## src/verilog/ppmc_defines.vh

```
`ifndef PPMC_DEFINES_VH
`define PPMC_DEFINES_VH

// Register address on the internal register bus
`define PPMC_ADDR_CONFIG   8'h9f
`define PPMC_RESET_VALUE   8'h00

// Field positions within the configuration register
`define PPMC_MODE_HI       7
`define PPMC_MODE_LO       5
`define PPMC_INMODE_HI     6
`define PPMC_DIR_BIT       4
`define PPMC_LATCH_BIT     3
`define PPMC_PIN_HI        2
`define PPMC_PIN_LO        0
`define PPMC_PIN_RESET     3'h0

// Output mode codes
`define PPMC_OUT_NORMAL    3'h0
`define PPMC_OUT_HIGH      3'h3

// Input mode codes
`define PPMC_IN_NOPULL     2'h0
`define PPMC_IN_PULLDOWN   2'h1
`define PPMC_IN_PULLUP     2'h2
`define PPMC_IN_OFF        2'h3

// Direction select values
`define PPMC_DIR_OUT       1'b0
`define PPMC_DIR_IN        1'b1

`endif

```

## src/verilog/ppmc_port_pin_mode_config.v

```verilog
// Function
// - A non-latching write loads the mode field into the indexed pin, input or output side.
// - Input mode bits decode as no pull, pull-down, pull-up, or buffer disabled.
// - A read returns the mode of the stored pin and stored direction in bits 7:5.
// - The direction bit is write-only; zero selects output, one selects input configuration.
// - A latching write stores pin index and direction and changes no pin mode.
// - Stored index and direction persist until the next latching write.
// - A non-latching write changes only the addressed pin; the other seven stay.
// - The three-bit pin index selects the pin by its binary value.
`timescale 1ns/1ps
`include "ppmc_defines.vh"

module ppmc_port_pin_mode_config #(
    parameter PINS   = 8,
    parameter AW     = 8
) (
    // Clock and reset
    input  wire                  i_clk,
    input  wire                  i_nrst,
    // Register port
    input  wire [AW-1:0]         i_addr,
    input  wire [7:0]            i_wdata,
    input  wire                  i_wr,
    input  wire                  i_rd,
    output reg  [7:0]            o_rdata,
    // Pad controls per pin
    output wire [PINS-1:0]       o_out_high_drive,
    output wire [PINS-1:0]       o_in_buf_en,
    output wire [PINS-1:0]       o_in_pull_down,
    output wire [PINS-1:0]       o_in_pull_up
);

    // Bus decode
    wire                sel;
    wire                wr_hit;
    wire                rd_hit;
    wire                latch;
    wire                dir;
    wire [2:0]          pin;
    wire [2:0]          mode;
    wire [1:0]          in_mode;

    // Flattened per-pin modes, so each pin's flops have a single driver
    wire [3*PINS-1:0]   out_mode_all;
    wire [2*PINS-1:0]   in_mode_all;

    // Readback pointer
    reg  [2:0]          rb_pin_q;
    reg  [2:0]          rb_pin_d;
    reg                 rb_dir_q;
    reg                 rb_dir_d;

    // Read data path
    reg  [2:0]          rd_mode;
    reg  [7:0]          rdata_d;

    assign sel     = (i_addr == `PPMC_ADDR_CONFIG);
    assign wr_hit  = i_wr & sel;
    assign rd_hit  = i_rd & sel;
    assign latch   = i_wdata[`PPMC_LATCH_BIT];
    assign dir     = i_wdata[`PPMC_DIR_BIT];
    assign mode    = i_wdata[`PPMC_MODE_HI:`PPMC_MODE_LO];
    assign in_mode = i_wdata[`PPMC_INMODE_HI:`PPMC_MODE_LO];
    assign pin     = i_wdata[`PPMC_PIN_HI:`PPMC_PIN_LO];

    // only a latching write moves the pointer
    always @* begin
        rb_pin_d = rb_pin_q;
        rb_dir_d = rb_dir_q;
        if (wr_hit && latch) begin
            rb_pin_d = pin;
            rb_dir_d = dir;
        end
    end

    // pointer resets to pin zero output
    always @(posedge i_clk or negedge i_nrst) begin
        if (!i_nrst) begin
            rb_pin_q <= `PPMC_PIN_RESET;
            rb_dir_q <= `PPMC_DIR_OUT;
        end else begin
            rb_pin_q <= rb_pin_d;
            rb_dir_q <= rb_dir_d;
        end
    end

    genvar g;
    generate
        for (g = 0; g < PINS; g = g + 1) begin : g_pin
            localparam [2:0] PIN_ID = g;

            wire       hit;
            reg  [2:0] out_mode_q;
            reg  [2:0] out_mode_d;
            reg  [1:0] in_mode_q;
            reg  [1:0] in_mode_d;
            reg        high_drive_q;
            reg        high_drive_d;
            reg        buf_en_q;
            reg        buf_en_d;
            reg        pull_down_q;
            reg        pull_down_d;
            reg        pull_up_q;
            reg        pull_up_d;

            // only the addressed pin sees the write
            assign hit = wr_hit && !latch && (pin == PIN_ID);

            // direction bit picks the input or output side
            always @* begin
                out_mode_d = out_mode_q;
                in_mode_d  = in_mode_q;
                if (hit) begin
                    if (dir == `PPMC_DIR_IN) begin
                        in_mode_d = in_mode;
                    end else begin
                        // Illegal codes stored as written; software keeps to two
                        out_mode_d = mode;
                    end
                end
            end

            always @(posedge i_clk or negedge i_nrst) begin
                if (!i_nrst) begin
                    out_mode_q <= `PPMC_OUT_NORMAL;
                    in_mode_q  <= `PPMC_IN_NOPULL;
                end else begin
                    out_mode_q <= out_mode_d;
                    in_mode_q  <= in_mode_d;
                end
            end

            // Only 011 gives high drive; illegal codes leave normal drive
            always @* begin
                high_drive_d = 1'b0;
                if (out_mode_q == `PPMC_OUT_HIGH) begin
                    high_drive_d = 1'b1;
                end
            end

            always @* begin
                buf_en_d    = 1'b1;
                pull_down_d = 1'b0;
                pull_up_d   = 1'b0;
                case (in_mode_q)
                    `PPMC_IN_NOPULL: begin
                        buf_en_d    = 1'b1;
                        pull_down_d = 1'b0;
                        pull_up_d   = 1'b0;
                    end
                    `PPMC_IN_PULLDOWN: begin
                        buf_en_d    = 1'b1;
                        pull_down_d = 1'b1;
                        pull_up_d   = 1'b0;
                    end
                    `PPMC_IN_PULLUP: begin
                        buf_en_d    = 1'b1;
                        pull_down_d = 1'b0;
                        pull_up_d   = 1'b1;
                    end
                    default: begin
                        buf_en_d    = 1'b0;
                        pull_down_d = 1'b0;
                        pull_up_d   = 1'b0;
                    end
                endcase
            end

            // Registered so the pad controls come straight from flops
            always @(posedge i_clk or negedge i_nrst) begin
                if (!i_nrst) begin
                    high_drive_q <= 1'b0;
                    buf_en_q     <= 1'b1;
                    pull_down_q  <= 1'b0;
                    pull_up_q    <= 1'b0;
                end else begin
                    high_drive_q <= high_drive_d;
                    buf_en_q     <= buf_en_d;
                    pull_down_q  <= pull_down_d;
                    pull_up_q    <= pull_up_d;
                end
            end

            assign o_out_high_drive[g]    = high_drive_q;
            assign o_in_buf_en[g]         = buf_en_q;
            assign o_in_pull_down[g]      = pull_down_q;
            assign o_in_pull_up[g]        = pull_up_q;
            assign out_mode_all[3*g +: 3] = out_mode_q;
            assign in_mode_all[2*g +: 2]  = in_mode_q;
        end
    endgenerate

    // mode of stored pin and direction
    always @* begin
        if (rb_dir_q == `PPMC_DIR_IN) begin
            rd_mode = {1'b0, in_mode_all[2*rb_pin_q +: 2]};
        end else begin
            rd_mode = out_mode_all[3*rb_pin_q +: 3];
        end
    end

    // write-only bits and unmapped addresses read zero
    always @* begin
        rdata_d = `PPMC_RESET_VALUE;
        if (rd_hit) begin
            rdata_d = {rd_mode, 5'h00};
        end
    end

    // Read data stands for one cycle only
    always @(posedge i_clk or negedge i_nrst) begin
        if (!i_nrst) begin
            o_rdata <= `PPMC_RESET_VALUE;
        end else begin
            o_rdata <= rdata_d;
        end
    end

endmodule

```

## config.mk

```make
export PLATFORM = sky130hd
export DESIGN_NAME = ppmc_port_pin_mode_config
export DESIGN_NICKNAME = d
export VERILOG_FILES = /design/src/verilog/ppmc_port_pin_mode_config.v
export VERILOG_INCLUDE_DIRS = /design/src /design/src/verilog
export SDC_FILE = /design/constraint.sdc
export NUM_CORES = 1
export LEC_CHECK = 0
export BUFFER_PORTS_ARGS = -buffer_cell sky130_fd_sc_hd__buf_4
export CORE_MARGIN = 2
export CORE_UTILIZATION = 40
export DETAILED_ROUTE_END_ITERATION = 10
export HOLD_SLACK_MARGIN = 0.08
export SETUP_SLACK_MARGIN = 0.05
export SLEW_MARGIN = 0
export SYNTH_ARGS = -nofsm -noshare
export SYNTH_HDL_FRONTEND = slang
export SYNTH_SLANG_ARGS = --single-unit
```

## constraint.sdc

```tcl
create_clock -name i_clk -period 2.19 [get_ports i_clk]
set_clock_uncertainty 0.1 [all_clocks]
set_input_delay 0.438 -clock i_clk [delete_from_list [all_inputs] [get_ports i_clk]]
set_output_delay 0.438 -clock i_clk [all_outputs]
set_load 0.01 [all_outputs]
```

---- Yosys cells after proc, flatten, opt, wreduce, memory -nomap -nowiden ----
Index checks and enable logic that the tools add are counted.
storage, ports and cells
  word-level logic and storage cells ...... 167
  bits in registers ....................... 84
  output and inout port bits .............. 40
  input bits .............................. 20
operators by class
  reduce and logical (&&, ||, !) cells .... 44
  multiplexer cells ....................... 34
  shift operators ......................... 2
  bitwise logic cells ..................... 3
  eq/ne operators ......................... 32
  multipliers ............................. 1
operators with widths
  cell                 count
  $mux 1               32
  $reduce_and 2->1     16
  $eq 3x2->1 const B   10
  $reduce_or 3->1      8
  $shiftx 24x6->3      1
  $eq 2x1->1 const B   8
  $eq 2x2->1 const B   8
  $logic_not 2->1      8
  $shiftx 16x5->2      1
  $eq 3x3->1 const B   4
  $logic_and 1x1->1    10
  $eq 8x8->1 const B   1
  $mux 8               1
  $mul 2x3->5 const A  1
  $eq 3x1->1 const B   1
  $logic_not 3->1      1
  $mux 3               1
  $and 1x1->1          2
  $logic_not 1->1      1
  $not 1->1            1

---- Longest topological paths before layout ----
  depth after elaboration ................. 5
  depth in mapped cells ................... 5
  gate-level depth less buffers ........... 4

---- Worst setup path after synthesis ----
No wires, ideal clock.
  path kind ............................... input-to-reg
  start ................................... input i_addr[6]
  end ..................................... register g_pin[2].out_mode_q[0]
  arrival ................................. 1.837 ns
  path buffers ............................ 0
  stages .................................. 4
  path slack .............................. 0.128 ns
  required time ........................... 1.965 ns
  setup time .............................. 0.125 ns
  cells stage by stage .................... nand4bb_4 -> or3b_4 -> or4_4 -> mux2_4
between the ends
  word-level cells in the longest chain between the ends .. 5
ends and longest elaborated chain
  item                               RTL line                         RTL
  start: declaration                 ppmc_port_pin_mode_config.v:21   input wire [AW-1:0] i_addr,
  $eq 8x8->1 (no source line)        n/a
  $and 1x1->1                        ppmc_port_pin_mode_config.v:58   assign wr_hit = i_wr & sel;
  $logic_and 1x1->1 (2 in series)    ppmc_port_pin_mode_config.v:107  assign hit = wr_hit && !latch && (pin == PIN_ID);
  $reduce_and 2->1 (no source line)  n/a
  end signal: assignment             ppmc_port_pin_mode_config.v:125  out_mode_q <= `PPMC_OUT_NORMAL;
  end signal: assignment             ppmc_port_pin_mode_config.v:128  out_mode_q <= out_mode_d;
  end: declaration                   ppmc_port_pin_mode_config.v:93   reg [2:0] out_mode_q;
No other way between the ends.
A chain may end at the register's enable or synchronous reset.

---- Final worst setup path ----
  start ................................... register rb_pin_q[2]
  end ..................................... register o_rdata[6]
between the ends
  word-level cells in the longest chain between the ends .. 4
  elaborated cells on any way between the ends .. 5
  those cells by class .................... mul: 1; shift: 2; mux: 2
ends and longest elaborated chain
  item                      RTL line                         RTL
  start: declaration        ppmc_port_pin_mode_config.v:48   reg [2:0] rb_pin_q;
  start signal: assignment  ppmc_port_pin_mode_config.v:79   rb_pin_q <= `PPMC_PIN_RESET;
  start signal: assignment  ppmc_port_pin_mode_config.v:82   rb_pin_q <= rb_pin_d;
  $mul 2x3->5               ppmc_port_pin_mode_config.v:198  rd_mode = out_mode_all[3*rb_pin_q +: 3];
  $shiftx 24x6->3           ppmc_port_pin_mode_config.v:198
  $mux 3 (*)                ppmc_port_pin_mode_config.v:195  if (rb_dir_q == `PPMC_DIR_IN) begin
  $mux 8 (*)                ppmc_port_pin_mode_config.v:205  if (rd_hit) begin
  via rdata_d[6]            ppmc_port_pin_mode_config.v:55   reg [7:0] rdata_d;
  end signal: assignment    ppmc_port_pin_mode_config.v:213  o_rdata <= `PPMC_RESET_VALUE;
  end signal: assignment    ppmc_port_pin_mode_config.v:215  o_rdata <= rdata_d;
  end: declaration          ppmc_port_pin_mode_config.v:25   output reg [7:0] o_rdata,
Mark *: on every way through the listed nets, which the timed path passes. The rest lies on a longest branch.

==> impl_summary.txt <==
----------------------------------------------------
[Yosys]
  Synth cell count leaders ... 71 x dfrtp_1, 41 x mux2_2, 37 x buf_4
  Top-count cell post-synth ... dfrtp_1
  Commonest register cell after synthesis ... dfrtp_1
  Count of synthesis-stage warnings from yosys ... 0
  Fraction of post-synthesis cell area in the top cell type by area ... 0.506
  Post-synthesis cell type with the largest combined area ... dfrtp_1
  Count of different cell masters after synthesis ... 28
  Average cell area after synthesis ... 13.7 um2
  Async set-or-reset flop fraction in the synthesized netlist ... 1.00
  Area contributors post-synth ... dfrtp_1 51%, mux2_2 13%, buf_4 7.9%, mux4_2 7.7%, dfstp_2 6.0%
  Post-synthesis instance total ... between 200 and 300
  Number of synthesized register bits ... 79
  Summed instance area of the synthesized netlist ... about 3500 um2
  Post-synth EDFFs ... 0
  Fraction of the yosys area taken by sequential cells ... 0.566

[Power]
  Pwr per Cell Area ... about 630 nW/um2
  Largest voltage drop on the vdd net ... 0.000295 V
  Leakage power of the design ... 2.01 nW
  Total power ... 2.56 mW

[Route]
  Post-route ant nets ... 0
  Per-cell via count in the routed design ... 4.93
  Drt pass-1 iters ... 4
  Mean routed wirelength per cell ... 16.5 um
  Final routed DRC violation total ... 0
  Iteration-0 DRC Markers ... a little over 80
  Via total after detailed routing ... roughly 2000
  Wire length after detailed routing ... approximately 6.8 mm

[CTS]
  Clock tree from TritonCTS ... built
  Deepest clock path buffer count ... 2
  CTS H-Tree Depth ... 3
  Skew-Pair Late Insertion Delay ... approximately 0.35 ns
  Cell chosen for the clock root ... clkbuf_8
  Sink count of the clock tree ... a little under 80
  Resized cells post-CTS ... 0
  TritonCTS buffer count ... 9
  Clk pin slew, worst setup/hold paths ... about 0.08 ns

[Final layout]
  Total Nets Final ... about 320
  Final core utilization ... 0.474
  Number of standard cells in the final layout excluding fillers ... slightly above 400
  Antenna Diode Count ... 0
  Area Growth Syn to Fin ... 16.0%
  Fraction of final layout cells sized beyond drive strength 1 ... 0.495

[Critical path]
  Worst path max stage delay ... 0.52 ns
  Crit path max-delay cell type ... mux4_2
  CP dominant cell by count ... mux4_2
  Critical path endpoint category ... flip-flop
  Worst Path Class, Setup ... flip-flop to flip-flop
  Critical path startpoint category ... flip-flop
  Critical path's top delay family ... multiplexers
  Crit path buf inv count ... 1
  Series of cell instances along the critical path ... buf_4 -> mux4_2 -> mux4_2 -> and3_1
  Required arrival time at the worst endpoint ... about 2.3 ns
  Crit Path Max Fanout ... 5
  Worst EP arrival ... 2.07 ns

[Floorplan]
  Placeable core area ... ~8600 um2
  Die extent in y ... 97.7 um
  Width of the chip ... around 100 um
  Initial Util ... 0.408
  Number of rows in the core area ... 34
  Die Footprint ... around 9500 um2
  Number of top-level pins ... 60

[Global route]
  GRT overflow ... 0
  Total global routing track utilization ... 0.154
  Pin count of the biggest net entering global routing ... 45
  Antenna violations before repair ... 0
  Wire length of the first global-routing pass ... roughly 11 mm
  Number of global-route vias before repair ... between 2000 and 2500

[Timing]
  Final max-slew violation count ... 0
  Part of the cycle the worst path needs ... 0.881
  Top achievable clock speed ... about 520 MHz
  Final setup fails ... 0
  Final-layout setup total negative slack ... 0 ns
  Final worst setup slack ... ~0.26 ns
  Post-layout minimum cycle time ... 1.93 ns
  RSZ-0062 raised after global routing ... no
  Number of endpoints with negative hold slack in the final report ... 0

[Place]
  Dpl ws ... slightly above 0.02 ns
  Final HPWL from detailed placement ... roughly 4.9 mm
  # port buffers ... between 50 and 60
  Placed instance count ... around 400
  Routability congestion estimate ... roughly 0.8

[Job]
  Max Cap Violations ... 0

[Status]
  Result of the run ... completed

[Hold path]
  Type of the worst min-delay path ... input pin to flip-flop

----------------------------------------------------
[path summary, 6_finish.rpt]
check | slack (ns) | from | end | depth (start not counted)
max | 0.26 | rb_pin_q[2] | o_rdata[6] | 4
min | 0.24 | i_wdata[1] | rb_pin_q[1] | 2
max reg2reg | 0.26 | rb_pin_q[2] | o_rdata[6] | 4
min reg2reg | 0.37 | g_pin[5].in_mode_q[0] | g_pin[5].buf_en_q | 1
max in group asynchronous | 0.85 | i_nrst | g_pin[5].buf_en_q | 3
min in group asynchronous | 0.49 | i_nrst | g_pin[6].in_mode_q[0] | 2
[report_power, final]
part / leakage (nW) / switching, mW / internal [mW]
registers: 1.08 / 0.00541 / 1.46
clock network: 0.0894 / 0.506 / 0.471
logic: 0.846 / 0.0705 / 0.0488
total: 2.01 / 0.581 / 1.98
[what timing repair did]
| item | in CTS | in global routing |
|---|---|---|
| endpoints found under the hold margin | 31 | 0 |
| buffers inserted | 0 | 0 |
| hold buffers | 1 | 0 |
[layer usage]
metal / GRT usage / vias to the layer above / part of all wire / wire, um
li1: - / 930 / - / -
met5: 0 / - / 0 / 0
met3: 0.0439 / 8 / 0.043 / 293
met1: 0.193 / 1040 / 0.43 / 2920
met4: 0.0609 / 0 / 0.014 / 94
met2: 0.254 / 48 / 0.51 / 3470
[area by class of cell]
type	count	area, um2
fillers	786	4520
flip-flops and latches	79	1990
multi-input cells	138	1240
repair buffers	69	533
clock buffers	13	159
well taps	108	135
clock inverters	3	17.5
inverters	1	3.75
[flip-flops by register name (all words and copies together), names as in the netlist]
name	cells
rb_pin_q	3
g_pin.pull_up_q	8
g_pin.buf_en_q	8
rb_dir_q	1
g_pin.pull_down_q	8
o_rdata	3
g_pin.out_mode_q	24
g_pin.in_mode_q	16
g_pin.high_drive_q	8
[logic make-up after synthesis]
group                  count (synthesis)  share of synthesized area
DFF                                   79                      0.566
and+or+nand+nor                       76                      0.123
muxes                                 57                      0.224
buffers and inverters                 43                     0.0859
other                                  1                    0.00107
[cell usage in the layout, fill, tap and decap left out, types with 2 or more instances in the layout]
master,instances
dfstp_2,8
conb_1,5
nor2b_1,17
and3b_1,2
dfrtp_1,71
or4_1,2
nor2_1,17
mux4_2,12
mux2_4,3
nand4_1,4
clkbuf_8,11
clkbuf_1,2
nor3_1,3
mux2_2,41
nand3_1,3
buf_4,67
clkinv_2,2
and3_1,3
nand2_1,17
[per-stage QoR]
step	area [um2]	hold WS, ns
detailed placement	3880	0.330
global placement	3880	0.318
global route	4070	0.222
finish	4070	0.240
CTS	4070	0.228
floorplan	3520	0.0424
No activity file was read; power rests on OpenSTA's default activity.
